$ cat src/rcc_pkg.sv
// Constants shared by the receiver configuration command handler.
// Assumes a byte stream on the core clock and an AXI4-Lite host.
package rcc_pkg;
    // Framing bytes
    localparam logic [7:0]  FRM_START    = 8'h10;
    localparam logic [7:0]  FRM_PID      = 8'h91;
    localparam logic [7:0]  FRM_END1     = 8'h10;
    localparam logic [7:0]  FRM_END2     = 8'h03;
    localparam logic [7:0]  SUB_RXCFG    = 8'h01;
    localparam logic [7:0]  SUB_STORE    = 8'h02;
    localparam logic [7:0]  MODE_QUERY   = 8'h00;
    localparam logic [7:0]  MODE_SET     = 8'h01;
    localparam logic [7:0]  MODE_RESP    = 8'h02;
    localparam logic [7:0]  SAVE_DO      = 8'h01;
    localparam logic [7:0]  BYTE_ABSENT  = 8'hff;
    localparam logic [31:0] WORD_ABSENT  = 32'hffff_ffff;
    // Body: mode, payload, checksum
    localparam int          BODY_MAX     = 28;
    localparam logic [15:0] BODY_MAX_LEN = 16'h001c;
    localparam int          PAY_RXCFG    = 26;
    localparam int          PAY_STORE    = 5;
    localparam int          PAY_BITS     = 208;
    // Body offsets (packet byte index minus 5)
    localparam int          B_MODE       = 0;
    localparam int          B_MASK       = 1;
    localparam int          B_ELEV       = 5;
    localparam int          B_SIG        = 9;
    localparam int          B_DIL        = 13;
    localparam int          B_AJ         = 17;
    localparam int          B_FIX        = 18;
    localparam int          B_CABLE      = 19;
    localparam int          B_RESV       = 23;
    localparam int          B_SAVE       = 1;
    // Response byte positions
    localparam logic [5:0]  T_PAY        = 6'h06;
    // Supported band bits: 0,2,4,5,8,12,14,16,17,21,23
    localparam logic [31:0] MASK_SUPP    = 32'h00a3_5135;
    // Single-precision upper limits
    localparam logic [31:0] ELEV_MAX     = 32'h42b4_0000;
    localparam logic [31:0] SIG_MAX      = 32'h4214_0000;
    localparam logic [31:0] DIL_MAX      = 32'h4120_0000;
    // Reset values
    localparam logic [31:0] RST_MASK     = 32'h0000_0035;
    localparam logic [31:0] RST_ELEV     = 32'h0000_0000;
    localparam logic [31:0] RST_SIG      = 32'h0000_0000;
    localparam logic [31:0] RST_DIL      = 32'h4120_0000;
    localparam logic [7:0]  RST_AJ       = 8'h01;
    localparam logic [7:0]  RST_FIX      = 8'h00;
    // Register byte offsets
    localparam logic [7:0]  A_CTRL       = 8'h00;
    localparam logic [7:0]  A_STAT       = 8'h04;
    localparam logic [7:0]  A_MASK       = 8'h08;
    localparam logic [7:0]  A_ELEV       = 8'h0c;
    localparam logic [7:0]  A_SIG        = 8'h10;
    localparam logic [7:0]  A_DIL        = 8'h14;
    localparam logic [7:0]  A_MISC       = 8'h18;
    localparam logic [7:0]  A_CABLE      = 8'h1c;
    localparam logic [7:0]  A_RESV       = 8'h20;
    localparam logic [7:0]  A_GOOD       = 8'h24;
    localparam logic [7:0]  A_DROP       = 8'h28;
    localparam logic [1:0]  RESP_OKAY    = 2'b00;
    localparam logic [1:0]  RESP_SLVERR  = 2'b10;
endpackage

$ cat src/rcc_top.sv
// Command handler for receiver configuration query/set and config save.
// Assumes rx bytes come from logic on clk_i; store port is a req/done handshake.
//
// Contract
// RQ1 - A packet starts with 0x10, then 0x91, then a subpacket byte; 0x01 is receiver config.
// RQ2 - Bytes 3 and 4 hold a 16-bit length of mode, payload and checksum only.
// RQ3 - A packet ends with a checksum byte then delimiters 0x10 and 0x03.
// RQ4 - The config response carries mode 2 in byte 5, fields in 6 to 31, checksum in 32.
// RQ5 - Bytes 6 to 9 are a band enable mask; reserved or unsupported bits enable nothing.
// RQ6 - Mask bits 0,2,4,5,8,12,14 select GPS L1, GPS L5, G1, G2, SBAS, B1 and B2a.
// RQ7 - Bytes 10 to 13 are a float elevation limit 0 to 90, used only in overdetermined mode.
// RQ8 - Bytes 14 to 17 are a float signal limit 0 to 37, used in overdetermined mode.
// RQ9 - Bytes 18 to 21 are a float dilution limit 0 to 10.
// RQ10 - Subpacket 0x02 mode 1 with byte 6 equal to 1 saves the user config.
// RQ11 - A save is answered with mode 2 and status 0 on failure, 1 on success.
// RQ12 - Packets with bad checksum, length or delimiters are dropped without answer.
// RQ13 - A field of all ones is absent and leaves the stored value as it was.
//
// Added by the designer: the address map and register access over AXI4-Lite.
module rcc_top
    import rcc_pkg::*;
(
    // Clock and reset
    input  wire logic        clk_i,
    input  wire logic        rstn_i,
    // Command byte stream in
    input  wire logic        rx_valid_i,
    input  wire logic [7:0]  rx_data_i,
    output logic             rx_ready_o,
    // Response byte stream out
    output logic             tx_valid_o,
    output logic [7:0]       tx_data_o,
    input  wire logic        tx_ready_i,
    // Nonvolatile store handshake
    output logic             store_req_o,
    input  wire logic        store_done_i,
    input  wire logic        store_ok_i,
    // Fix engine
    input  wire logic        overdet_mode_i,
    output logic [31:0]      band_mask_o,
    output logic [31:0]      elev_limit_o,
    output logic [31:0]      signal_limit_o,
    output logic [31:0]      dilution_limit_o,
    output logic [31:0]      cable_delay_o,
    // AXI4-Lite slave
    input  wire logic [7:0]  s_axi_awaddr,
    input  wire logic        s_axi_awvalid,
    output logic             s_axi_awready,
    input  wire logic [31:0] s_axi_wdata,
    input  wire logic [3:0]  s_axi_wstrb,
    input  wire logic        s_axi_wvalid,
    output logic             s_axi_wready,
    output logic [1:0]       s_axi_bresp,
    output logic             s_axi_bvalid,
    input  wire logic        s_axi_bready,
    input  wire logic [7:0]  s_axi_araddr,
    input  wire logic        s_axi_arvalid,
    output logic             s_axi_arready,
    output logic [31:0]      s_axi_rdata,
    output logic [1:0]       s_axi_rresp,
    output logic             s_axi_rvalid,
    input  wire logic        s_axi_rready
);
    import rcc_pkg::*;

    typedef enum logic [7:0] {
        P_IDLE = 8'h01, P_PID  = 8'h02, P_SUB  = 8'h04, P_LENH = 8'h08,
        P_LENL = 8'h10, P_BODY = 8'h20, P_END1 = 8'h40, P_END2 = 8'h80
    } rcc_prs_t;
    typedef enum logic [2:0] {
        X_IDLE = 3'b001, X_STORE = 3'b010, X_SEND = 3'b100
    } rcc_exe_t;

    rcc_prs_t     prs_q;
    rcc_exe_t     exe_q;
    logic [7:0]   body_q [0:BODY_MAX-1];
    logic [7:0]   sub_q;
    logic [15:0]  len_q;
    logic [4:0]   cnt_q;
    logic [7:0]   xor_q;
    logic         good_q;
    logic         apply_q;
    logic [31:0]  mask_q, elev_q, sig_q, dil_q, cable_q, resv_q;
    logic [7:0]   aj_q, fix_q;
    logic         save_ok_q;
    logic         en_q;
    logic [15:0]  good_cnt_q, drop_cnt_q;
    logic [5:0]   tidx_q;
    logic [7:0]   tcks_q;
    logic         tsub2_q;

    // Byte handshake and running check
    wire          rx_take  = rx_valid_i && rx_ready_o;
    wire [7:0]    xor_nx   = xor_q ^ rx_data_i;
    wire          body_end = (prs_q == P_BODY) && ({11'h0, cnt_q} == len_q - 16'h0001);
    wire [15:0]   len_nx   = {len_q[7:0], rx_data_i};
    wire          len_bad  = (len_nx == 16'h0000) || (len_nx > BODY_MAX_LEN);

    function automatic logic [31:0] body32(input int b);
        return {body_q[b], body_q[b+1], body_q[b+2], body_q[b+3]};
    endfunction

    // Decoded set request
    wire [7:0]    mode_w   = body_q[B_MODE];
    wire          is_cfg   = sub_q == SUB_RXCFG;
    wire          is_sto   = sub_q == SUB_STORE;
    wire          cfg_set  = is_cfg && (mode_w == MODE_SET) && (len_q == BODY_MAX_LEN);
    wire          do_save  = is_sto && (mode_w == MODE_SET) && (body_q[B_SAVE] == SAVE_DO);
    wire [31:0]   in_mask  = body32(B_MASK);
    wire [31:0]   in_elev  = body32(B_ELEV);
    wire [31:0]   in_sig   = body32(B_SIG);
    wire [31:0]   in_dil   = body32(B_DIL);
    wire [31:0]   in_cable = body32(B_CABLE);
    wire [31:0]   in_resv  = body32(B_RESV);
    // Floats compare as integers only when the sign is clear
    wire          ok_elev  = !in_elev[31] && (in_elev <= ELEV_MAX); // RQ7
    wire          ok_sig   = !in_sig[31] && (in_sig <= SIG_MAX); // RQ8
    wire          ok_dil   = !in_dil[31] && (in_dil <= DIL_MAX); // RQ9
    wire          apply    = apply_q && cfg_set;
    wire          want_rsp = good_q && (is_cfg ||
                             (is_sto && (mode_w == MODE_SET)));

    // Packet parser
    always_ff @(posedge clk_i) begin
        if (!rstn_i) begin
            prs_q   <= P_IDLE;
            sub_q   <= 8'h00;
            len_q   <= 16'h0000;
            cnt_q   <= 5'h00;
            xor_q   <= 8'h00;
            good_q  <= 1'b0;
            apply_q <= 1'b0;
        end else begin
            good_q  <= 1'b0;
            apply_q <= 1'b0;
            if (rx_take) begin
                case (prs_q)
                    P_IDLE: if (rx_data_i == FRM_START) prs_q <= P_PID; // RQ1
                    P_PID: begin
                        prs_q <= (rx_data_i == FRM_PID) ? P_SUB : P_IDLE; // RQ1
                        xor_q <= rx_data_i;
                    end
                    P_SUB: begin
                        sub_q <= rx_data_i;
                        xor_q <= xor_nx;
                        prs_q <= (rx_data_i == SUB_RXCFG || rx_data_i == SUB_STORE)
                                 ? P_LENH : P_IDLE; // RQ1
                    end
                    P_LENH: begin
                        len_q <= {8'h00, rx_data_i}; // RQ2
                        xor_q <= xor_nx;
                        prs_q <= P_LENL;
                    end
                    P_LENL: begin
                        len_q <= len_nx; // RQ2
                        xor_q <= xor_nx;
                        cnt_q <= 5'h00;
                        prs_q <= len_bad ? P_IDLE : P_BODY; // RQ12
                    end
                    P_BODY: begin
                        body_q[cnt_q] <= rx_data_i;
                        xor_q <= xor_nx;
                        cnt_q <= cnt_q + 5'h01;
                        if (body_end) prs_q <= P_END1; // RQ3
                    end
                    P_END1: prs_q <= (rx_data_i == FRM_END1) ? P_END2 : P_IDLE; // RQ3
                    P_END2: begin
                        prs_q   <= P_IDLE;
                        // Checksum byte folds the xor to zero
                        good_q  <= (rx_data_i == FRM_END2) && (xor_q == 8'h00); // RQ12
                        apply_q <= (rx_data_i == FRM_END2) && (xor_q == 8'h00);
                    end
                    default: prs_q <= P_IDLE;
                endcase
            end
        end
    end

    // Counters of accepted and dropped packets
    wire drop_ev = rx_take && ((prs_q == P_END1 && rx_data_i != FRM_END1) ||
                   (prs_q == P_END2 && (rx_data_i != FRM_END2 || xor_q != 8'h00)) ||
                   (prs_q == P_LENL && len_bad));
    always_ff @(posedge clk_i) begin
        if (!rstn_i) begin
            good_cnt_q <= 16'h0000;
            drop_cnt_q <= 16'h0000;
        end else begin
            if (good_q) good_cnt_q <= good_cnt_q + 16'h0001;
            if (drop_ev) drop_cnt_q <= drop_cnt_q + 16'h0001;
        end
    end

    // Execution: store handshake then response
    always_ff @(posedge clk_i) begin
        if (!rstn_i) begin
            exe_q       <= X_IDLE;
            store_req_o <= 1'b0;
            save_ok_q   <= 1'b1;
            tsub2_q     <= 1'b0;
        end else begin
            case (exe_q)
                X_IDLE: if (want_rsp) begin
                    tsub2_q <= is_sto;
                    if (do_save) begin
                        exe_q       <= X_STORE;
                        store_req_o <= 1'b1; // RQ10
                    end else begin
                        exe_q <= X_SEND;
                    end
                end
                X_STORE: if (store_done_i) begin
                    store_req_o <= 1'b0;
                    save_ok_q   <= store_ok_i; // RQ11
                    exe_q       <= X_SEND;
                end
                X_SEND: if (tx_valid_o && tx_ready_i && tidx_q == 6'h00) exe_q <= X_IDLE;
                default: exe_q <= X_IDLE;
            endcase
        end
    end

    // Response byte selection
    wire [PAY_BITS-1:0] pay_cfg = {mask_q, elev_q, sig_q, dil_q, aj_q, fix_q, cable_q,
                                   resv_q}; // RQ4
    wire [PAY_BITS-1:0] pay_sto = {7'h00, save_ok_q, 32'h0000_0000, 168'h0}; // RQ11
    wire [PAY_BITS-1:0] pay_w   = tsub2_q ? pay_sto : pay_cfg;
    wire [5:0]    pay_n    = tsub2_q ? 6'(PAY_STORE) : 6'(PAY_RXCFG);
    wire [5:0]    t_cks    = T_PAY + pay_n;
    wire [5:0]    t_last   = t_cks + 6'h02;
    wire [5:0]    pk       = tidx_q - T_PAY;
    wire [7:0]    pay_byte = pay_w[PAY_BITS-1 - 8*pk -: 8];
    wire [7:0]    len_byte = 8'(pay_n) + 8'h02;
    wire [7:0]    sub_byte = tsub2_q ? SUB_STORE : SUB_RXCFG;
    wire [7:0]    t_byte   = (tidx_q == 6'h00) ? FRM_START :
                             (tidx_q == 6'h01) ? FRM_PID :
                             (tidx_q == 6'h02) ? sub_byte :
                             (tidx_q == 6'h03) ? 8'h00 :
                             (tidx_q == 6'h04) ? len_byte :
                             (tidx_q == 6'h05) ? MODE_RESP :
                             (tidx_q < t_cks)  ? pay_byte :
                             (tidx_q == t_cks) ? tcks_q :
                             (tidx_q == t_cks + 6'h01) ? FRM_END1 : FRM_END2;
    wire          tx_load  = (exe_q == X_SEND) && (!tx_valid_o || tx_ready_i);

    // Response transmitter; tx_data_o is always a registered byte
    always_ff @(posedge clk_i) begin
        if (!rstn_i) begin
            tx_valid_o <= 1'b0;
            tx_data_o  <= 8'h00;
            tidx_q     <= 6'h00;
            tcks_q     <= 8'h00;
        end else if (tx_load && !(tx_valid_o && tidx_q == 6'h00)) begin
            tx_valid_o <= 1'b1;
            tx_data_o  <= t_byte; // RQ4
            if (tidx_q == 6'h01) tcks_q <= t_byte;
            else if (tidx_q > 6'h01 && tidx_q < t_cks) tcks_q <= tcks_q ^ t_byte;
            tidx_q <= (tidx_q == t_last) ? 6'h00 : tidx_q + 6'h01; // RQ3
        end else if (tx_valid_o && tx_ready_i) begin
            tx_valid_o <= 1'b0;
        end
    end

    // Input is held off while a packet is executed
    always_ff @(posedge clk_i) begin
        if (!rstn_i) rx_ready_o <= 1'b0;
        else         rx_ready_o <= en_q && (exe_q == X_IDLE) && !good_q;
    end

    // AXI4-Lite slave: one write and one read at a time
    wire          aw_go   = s_axi_awvalid && s_axi_wvalid && !s_axi_awready && !s_axi_bvalid;
    wire          ar_go   = s_axi_arvalid && !s_axi_arready && !s_axi_rvalid;
    wire          wr      = s_axi_awready;
    wire [7:0]    wa      = s_axi_awaddr;
    wire [31:0]   wmask   = {{8{s_axi_wstrb[3]}}, {8{s_axi_wstrb[2]}},
                             {8{s_axi_wstrb[1]}}, {8{s_axi_wstrb[0]}}};
    wire [31:0]   wmerge  = s_axi_wdata & wmask;
    wire          wa_ok   = (wa <= A_DROP) && (wa[1:0] == 2'b00) && (wa != A_STAT) &&
                            (wa != A_GOOD);
    wire [31:0]   stat_w  = {28'h0, overdet_mode_i, save_ok_q, store_req_o,
                             exe_q != X_IDLE};
    wire [7:0]    ra      = s_axi_araddr;
    wire [31:0]   rd_w    = (ra == A_CTRL)  ? {31'h0, en_q} :
                            (ra == A_STAT)  ? stat_w :
                            (ra == A_MASK)  ? mask_q :
                            (ra == A_ELEV)  ? elev_q :
                            (ra == A_SIG)   ? sig_q :
                            (ra == A_DIL)   ? dil_q :
                            (ra == A_MISC)  ? {16'h0, fix_q, aj_q} :
                            (ra == A_CABLE) ? cable_q :
                            (ra == A_RESV)  ? resv_q :
                            (ra == A_GOOD)  ? {16'h0, good_cnt_q} :
                            (ra == A_DROP)  ? {16'h0, drop_cnt_q} : 32'h0000_0000;
    wire          ra_ok   = (ra <= A_DROP) && (ra[1:0] == 2'b00);

    function automatic logic [31:0] wmix(input logic [31:0] old);
        return (old & ~wmask) | wmerge;
    endfunction

    always_ff @(posedge clk_i) begin
        if (!rstn_i) begin
            s_axi_awready <= 1'b0;
            s_axi_wready  <= 1'b0;
            s_axi_bvalid  <= 1'b0;
            s_axi_bresp   <= RESP_OKAY;
            s_axi_arready <= 1'b0;
            s_axi_rvalid  <= 1'b0;
            s_axi_rdata   <= 32'h0000_0000;
            s_axi_rresp   <= RESP_OKAY;
        end else begin
            s_axi_awready <= aw_go;
            s_axi_wready  <= aw_go;
            if (wr) begin
                s_axi_bvalid <= 1'b1;
                s_axi_bresp  <= wa_ok ? RESP_OKAY : RESP_SLVERR;
            end else if (s_axi_bready) begin
                s_axi_bvalid <= 1'b0;
            end
            s_axi_arready <= ar_go;
            if (ar_go) begin
                s_axi_rvalid <= 1'b1;
                s_axi_rdata  <= rd_w;
                s_axi_rresp  <= ra_ok ? RESP_OKAY : RESP_SLVERR;
            end else if (s_axi_rvalid && s_axi_rready) begin
                s_axi_rvalid <= 1'b0;
            end
        end
    end

    // Configuration store; a bus write in the same cycle overrides a packet
    always_ff @(posedge clk_i) begin
        if (!rstn_i) begin
            en_q    <= 1'b1;
            mask_q  <= RST_MASK;
            elev_q  <= RST_ELEV;
            sig_q   <= RST_SIG;
            dil_q   <= RST_DIL;
            aj_q    <= RST_AJ;
            fix_q   <= RST_FIX;
            cable_q <= 32'h0000_0000;
            resv_q  <= 32'h0000_0000;
        end else begin
            if (apply) begin
                if (in_mask != WORD_ABSENT) mask_q <= in_mask & MASK_SUPP; // RQ13
                if (in_elev != WORD_ABSENT && ok_elev) elev_q <= in_elev; // RQ13
                if (in_sig != WORD_ABSENT && ok_sig) sig_q <= in_sig; // RQ13
                if (in_dil != WORD_ABSENT && ok_dil) dil_q <= in_dil; // RQ13
                if (body_q[B_AJ] != BYTE_ABSENT) aj_q <= body_q[B_AJ]; // RQ13
                if (body_q[B_FIX] != BYTE_ABSENT) fix_q <= body_q[B_FIX]; // RQ13
                if (in_cable != WORD_ABSENT) cable_q <= in_cable; // RQ13
                if (in_resv != WORD_ABSENT) resv_q <= in_resv;
            end
            if (wr) begin
                if (wa == A_CTRL && s_axi_wstrb[0]) en_q <= s_axi_wdata[0];
                if (wa == A_MASK)  mask_q  <= wmix(mask_q) & MASK_SUPP; // RQ5
                if (wa == A_ELEV)  elev_q  <= wmix(elev_q);
                if (wa == A_SIG)   sig_q   <= wmix(sig_q);
                if (wa == A_DIL)   dil_q   <= wmix(dil_q);
                if (wa == A_MISC && s_axi_wstrb[0]) aj_q  <= s_axi_wdata[7:0];
                if (wa == A_MISC && s_axi_wstrb[1]) fix_q <= s_axi_wdata[15:8];
                if (wa == A_CABLE) cable_q <= wmix(cable_q);
                if (wa == A_RESV)  resv_q  <= wmix(resv_q);
            end
        end
    end

    // Limits reach the fix engine; elevation and signal only in overdetermined mode
    always_ff @(posedge clk_i) begin
        if (!rstn_i) begin
            band_mask_o      <= RST_MASK;
            elev_limit_o     <= RST_ELEV;
            signal_limit_o   <= RST_SIG;
            dilution_limit_o <= RST_DIL;
            cable_delay_o    <= 32'h0000_0000;
        end else begin
            band_mask_o      <= mask_q & MASK_SUPP; // RQ6
            elev_limit_o     <= overdet_mode_i ? elev_q : RST_ELEV; // RQ7
            signal_limit_o   <= overdet_mode_i ? sig_q : RST_SIG; // RQ8
            dilution_limit_o <= dil_q; // RQ9
            cable_delay_o    <= cable_q;
        end
    end
endmodule

$ cat config.mk
export PLATFORM = sky130hd
export DESIGN_NAME = rcc_top
export DESIGN_NICKNAME = d
export VERILOG_FILES = /design/src/rcc_pkg.sv /design/src/rcc_top.sv
export SDC_FILE = /design/constraint.sdc
export NUM_CORES = 2
export LEC_CHECK = 0
export ABC_AREA = 1
export BUFFER_PORTS_ARGS = -buffer_cell sky130_fd_sc_hd__buf_2
export CAP_MARGIN = 20
export CELL_PAD_IN_SITES_DETAIL_PLACEMENT = 0
export CELL_PAD_IN_SITES_GLOBAL_PLACEMENT = 1
export CORE_MARGIN = 2
export CORE_UTILIZATION = 38
export CTS_BUF_LIST = sky130_fd_sc_hd__clkbuf_8
export CTS_CLUSTER_SIZE = 16
export DETAILED_ROUTE_END_ITERATION = 8
export GPL_TIMING_DRIVEN = 0
export PLACE_DENSITY = 0.73
export SYNTH_ARGS = -nofsm -noshare
export SYNTH_HDL_FRONTEND = slang
export SYNTH_SLANG_ARGS = --single-unit
$ cat constraint.sdc
create_clock -name clk_i -period 2.3 [get_ports clk_i]
set_clock_uncertainty 0.05 [all_clocks]
set_input_delay 0 -clock clk_i [delete_from_list [all_inputs] [get_ports clk_i]]
set_output_delay 0 -clock clk_i [all_outputs]
set_load 0.01 [all_outputs]
Word-level counts from Yosys, hierarchy flattened --
Memory sizes are Yosys's and may differ from the RTL's. Cells that the tools add are included.
Word-level totals: output and inout port bits 212, register bits after elaboration 517, memories kept 1, bits in latches 0, memory bits (read-only) 0, bits of input ports 72, word-level logic and storage cells 318, bits in writable memories 224
Memories:
- body_q | words 28, width 8, read ports 27, clocked after memory_dff 0, write ports 1, line rcc_top.sv:76 | logic [7:0] body_q [0:BODY_MAX-1];
Operators by class: divide/modulo/power cells 0, reductions and logical operators 87, add/sub/neg operators 11, shift operators 1, mux-type cells 89, bitwise logic cells 16, equal/unequal tests 66, magnitude comparators 8, $mul 0
Operators with widths (number):
- two-way mux 32 bit | 33
- variable part select 215 x 33 -> 8 bit | 1
- two-way mux 208 bit | 1
- AND 32 bit | 6
- inequality test 32 bit, second input constant | 6
- two-way mux 8 bit | 21
- OR 32 bit | 5
- less-or-equal comparator 32 x 31 -> 1 bit, second input constant | 3
- == test 8 x 5 -> 1 bit, second input constant | 10
- case mux 8 bit (7 select lines) | 1
- == test 8 x 1 -> 1 bit, second input constant | 5
- == test 8 x 4 -> 1 bit, second input constant | 5
- == test 8 x 6 -> 1 bit, second input constant | 5
- logical AND 1 bit | 40
- adder 16 x 1 -> 16 bit, second input constant | 2
- == test 8 x 2 -> 1 bit, second input constant | 4
- two-way mux 16 bit | 2
- inverter 32 bit | 1
- case mux 16 bit (2 select lines) | 1
- AND 24 bit | 1
- logical NOT 8 bit | 3
- OR 24 bit | 1
- == test 6 bit | 3
- AND reduction 2 bit | 9
- 51 further kinds | 109

Logic depth before layout (Yosys ltp) --
depth in word-level cells 16, mapped depth 21, depth with buffers taken out 20

Worst setup path before layout --
Ideal clock, no wire load.
path kind reg-to-reg, from reg tidx_q[1], to reg tcks_q[6], data required time 2.136 ns, clock period less this slack 2.452 ns, setup slack -0.152 ns, buffers on the path 3, cell stages (with the launch flop) 16, arrival 2.288 ns, library setup time 0.114 ns, cells stage by stage dfxtp_1 -> buf_2 -> inv_1 -> clkbuf_1 -> ha_1 -> inv_1 -> nor2_1 -> nand2_1 -> nand3_1 -> inv_2 -> o21ai_1 -> clkinv_1 -> buf_2 -> nand2_1 -> xor2_1 -> nor2_1
On the way: cells in the longest elaborated chain, start to end 13, elaborated cells on any way between the ends 29, classes of those cells 2 x add/sub; 2 x order compare; 6 x eq/ne; 1 x shift; 10 x mux; 1 x bitwise; 7 x reduce/logical
RTL lines:
- start: declaration | line rcc_top.sv:88 | logic [5:0] tidx_q;
- start signal: assignment | line rcc_top.sv:257 | tidx_q <= (tidx_q == t_last) ? 6'h00 : tidx_q + 6'h01;
- subtractor 6 x 3 -> 6 bit | line rcc_top.sv:230 | wire [5:0] pk = tidx_q - T_PAY;
- subtractor 8 x 9 -> 10 bit | line rcc_top.sv:231 | wire [7:0] pay_byte = pay_w[PAY_BITS-1 - 8*pk -: 8];
- variable part select 215 x 33 -> 8 bit | line rcc_top.sv:231
- two-way mux 8 bit | line rcc_top.sv:240 | (tidx_q < t_cks) ? pay_byte :
- two-way mux 8 bit | line rcc_top.sv:239 | (tidx_q == 6'h05) ? MODE_RESP :
- two-way mux 8 bit | line rcc_top.sv:238 | (tidx_q == 6'h04) ? len_byte :
- two-way mux 8 bit | line rcc_top.sv:237 | (tidx_q == 6'h03) ? 8'h00 :
- two-way mux 8 bit | line rcc_top.sv:236 | (tidx_q == 6'h02) ? sub_byte :
- two-way mux 8 bit | line rcc_top.sv:235 | (tidx_q == 6'h01) ? FRM_PID :
- two-way mux 8 bit | line rcc_top.sv:234 | wire [7:0] t_byte = (tidx_q == 6'h00) ? FRM_START :
- XOR 8 bit | line rcc_top.sv:256 | else if (tidx_q > 6'h01 && tidx_q < t_cks) tcks_q <= tcks_q ^ t_byte;
- two-way mux 8 bit | line rcc_top.sv:256
- two-way mux 8 bit | line rcc_top.sv:255 | if (tidx_q == 6'h01) tcks_q <= t_byte;
- end signal: assignment | line rcc_top.sv:255
- end signal: assignment | line rcc_top.sv:256
- end: declaration | line rcc_top.sv:89 | logic [7:0] tcks_q;
Several ways; a longest one is shown, not always the timed one. The select of a mux whose other input is x is not followed. A chain may end at the register's enable or synchronous reset.

Worst setup path in the final report --
from reg tidx_q[1], to reg tx_data_o[7]
On the way: cells in the longest elaborated chain, start to end 10, elaborated cells on any way between the ends 22, classes of those cells 2 x add/sub; 1 x order compare; 6 x eq/ne; 1 x shift; 8 x mux; 4 x reduce/logical
RTL lines:
- subtractor 6 x 3 -> 6 bit | line rcc_top.sv:230
- subtractor 8 x 9 -> 10 bit | line rcc_top.sv:231
- variable part select 215 x 33 -> 8 bit | line rcc_top.sv:231
- two-way mux 8 bit | line rcc_top.sv:240
- two-way mux 8 bit | line rcc_top.sv:239
- two-way mux 8 bit | line rcc_top.sv:238
- two-way mux 8 bit | line rcc_top.sv:237
- two-way mux 8 bit | line rcc_top.sv:236
- two-way mux 8 bit | line rcc_top.sv:235
- two-way mux 8 bit | line rcc_top.sv:234
- end signal: assignment | line rcc_top.sv:254 | tx_data_o <= t_byte;
- end: declaration | line rcc_top.sv:32 | output logic [7:0] tx_data_o,
Several ways; a longest one is shown, not always the timed one.

==> results.toml <==
[synth]
yosys-top-cells-area = "dfxtp_1 (29%), edfxtp_1 (19%), nand2_1 (9.4%)"
synth-main-ff-cell = "dfxtp_1"
synth.most_common_cell = "nand2_1"
synth_top_area_share_pct = 29.3
synth_cells = 4338
ys_seq_area_share_pct = 48.4
yosysWarnings = 0
ys_ff_latch = 710
synthArstFlopShare_pct = 0
synth.avg_cell_area_um2 = 7.79
synthTopCellsByCount = "nand2_1 (844), inv_1 (616), dfxtp_1 (494)"
syn_area_um2 = 33800
synth_edf_count = 216
yosysUniqueCellTypes = 56
synth_area_leader_cell = "dfxtp_1"

[die]
die_h_um = 302
pin_count = 284
num_rows = 109
die_w_um = 302
start_util_pct = 38.3
core_area_um2 = 88200
fp.dieArea_um2 = 91400

[drt]
avgViaCountPerCell = 5.69
num_vias = 35531
drtIter0Drc = 4704
dr.pass1.iters = 6
antenna_left = 0
drc_errors = 0
wire_per_inst_um = 28.1
wl_um = 175000

[timing]
finalSetupViolations = 182
worst_slack_ns = -0.317
rsz0062_at_grt = "yes"
worst_slew_pin_slew_ns = 1.27
period_needed_ns = 2.62
hold_ws_ns = -0.0164
hold_violations = 2
finalCritPeriodShare_pct = 114
slew_headroom_pct = 15.5
fmax_mhz = 382
slew_violations = 0

[global_routing]
grt.overflow.total = 0
grt_max_degree = 30
grt_pass1_vias = 32627
grt_pass1_wl_um = 239000
track_usage_pct = 37.0
antenna_found_initial = 14

[setup_path]
critPathMaxFanout = 10
worstPathArrival_ns = 3.26
cp_data_required_time_ns = 2.94
start_kind = "register"
crit_path_end_kind = "register"
critPathKind = "register to register"

[clock_network]
htree_levels = 3
clock_sinks = 710
clock_latency_ns = 0.81
path_clk_slew_ns = 0.06
root_buffer = "clkbuf_8"
cts_max_path_buffers = 3
cts_buffers = 120
cts_tree = "built"

[flow_run]
drv_cap = 0

[placement]
gp_congestion = 1.14
portBuffers = 256
post_dp_cell_area_um2 = 36800
post-place-ws_ns = -1.31
hpwl_um = 125000

[cells_and_area]
drive_gt1_share_pct = 25.4
nets = 5056
design_area_um2 = 45200
syn2layout_area_growth_pct = 33.6

[power_and_ir_drop]
ir_drop_mv = 0.777
power_density_nw_per_um2 = 628
p_leak_uw = 0.0199

[min_path]
hold_class = "primary input to register"

[status]
violations = "negative hold slack, negative setup slack"
status = "finished with violations"
[cell families after synthesis]
| logic type | share of synthesized area (%) |
|---|---|
| other cells | 0.0111 |
| mux | 2.32 |
| buf+inv | 10.4 |
| compound gates | 16.2 |
| simple gates | 21.3 |
| flops | 48.4 |
| fa+ha+maj | 0.666 |
| xor+xnor | 0.648 |
[layout by cell type (no fill, tap or decap), types with 61 or more instances in the layout]
cell type and count:
buf_4 112, edfxtp_1 216, nand2_1 726, nand3_2 85, clkbuf_8 149, nand2_2 88, o211ai_1 61, a21oi_1 252
o21ai_0 381, dfxtp_1 481, o21bai_1 76, clkbuf_1 109, mux2_4 63, nand3_1 135, nor2_1 228, dlygate4sd3_1 81
inv_1 632, nand4_1 114, buf_2 275
[timing repair]
item,in CTS,in global routing
hold endpoints to repair,359,0
hold buffers,89,0
pin swaps,78,150
setup buffers,69,50
resized for setup,515,416
cloned,13,11
endpoints found under the setup margin,510,506
[report_power, final]
| group | switching [µW] | internal (µW) |
|---|---|---|
| combinational | 1750 | 694 |
| sequential | 57.0 | 13000 |
| clock | 5580 | 7340 |
| total | 7390 | 21000 |
[final timing paths]
check,start,endpoint,slack [ns],cells after the start
min reg2reg,register,cable_delay_o[13],0.39,2
max,tidx_q[1],tx_data_o[7],-0.32,14
min,s_axi_awaddr[6],register,-0.02,9
max reg2reg,tidx_q[1],tx_data_o[7],-0.32,14
[cell type report]
cell class	count	area, µm²
diodes	9	22.5
plain buffers	235	1510
clock buffers	149	2050
clock inverters	79	711
fillers	8637	43100
inverters	645	2490
multi-input cells	2767	16700
flip-flops and latches	710	16400
well taps	1165	1460
repair buffers	487	3850
[through the flow]
step | total power [µW] | hold WS [ns] | TNS (ns) | utilization [%] | cells
final | 28400 | -0.0164 | -24.05 | 51.2 | 6246
after CTS | 28200 | 0.0139 | -18.03 | 49.1 | 6189
after floorplan | 14200 | 0.0441 | 0 | - | 4360
after global placement | 15100 | 0.139 | -732.42 | 41.5 | 5781
after detailed placement | 15100 | 0.148 | -568.35 | 41.7 | 5792
after global routing | 29100 | 0.00852 | -45.30 | 51.2 | 6238
[critical path: stages, from the launching register on]
cell      delay (ns)
dfxtp_4         0.39
buf_6           0.18
buf_2           0.40
nand3_1         0.29
nand3_4         0.16
nand2_4         0.10
nand2_2         0.07
nand3_2         0.08
o211ai_1        0.19
nand2_1         0.13
nand2_1         0.10
nand2_2         0.08
buf_4           0.14
nand2_2         0.05
a21oi_1         0.05
[layer usage]
metal / global-route usage, % / routed length, µm / vias to the layer above
met5: 0 / 34 / -
met4: 25.2 / 14400 / 4
met3: 9.56 / 19800 / 599
met2: 55.0 / 74100 / 2187
met1: 47.1 / 67000 / 17010
li1: - / - / 15731
Power figures use the tool's default switching activity.
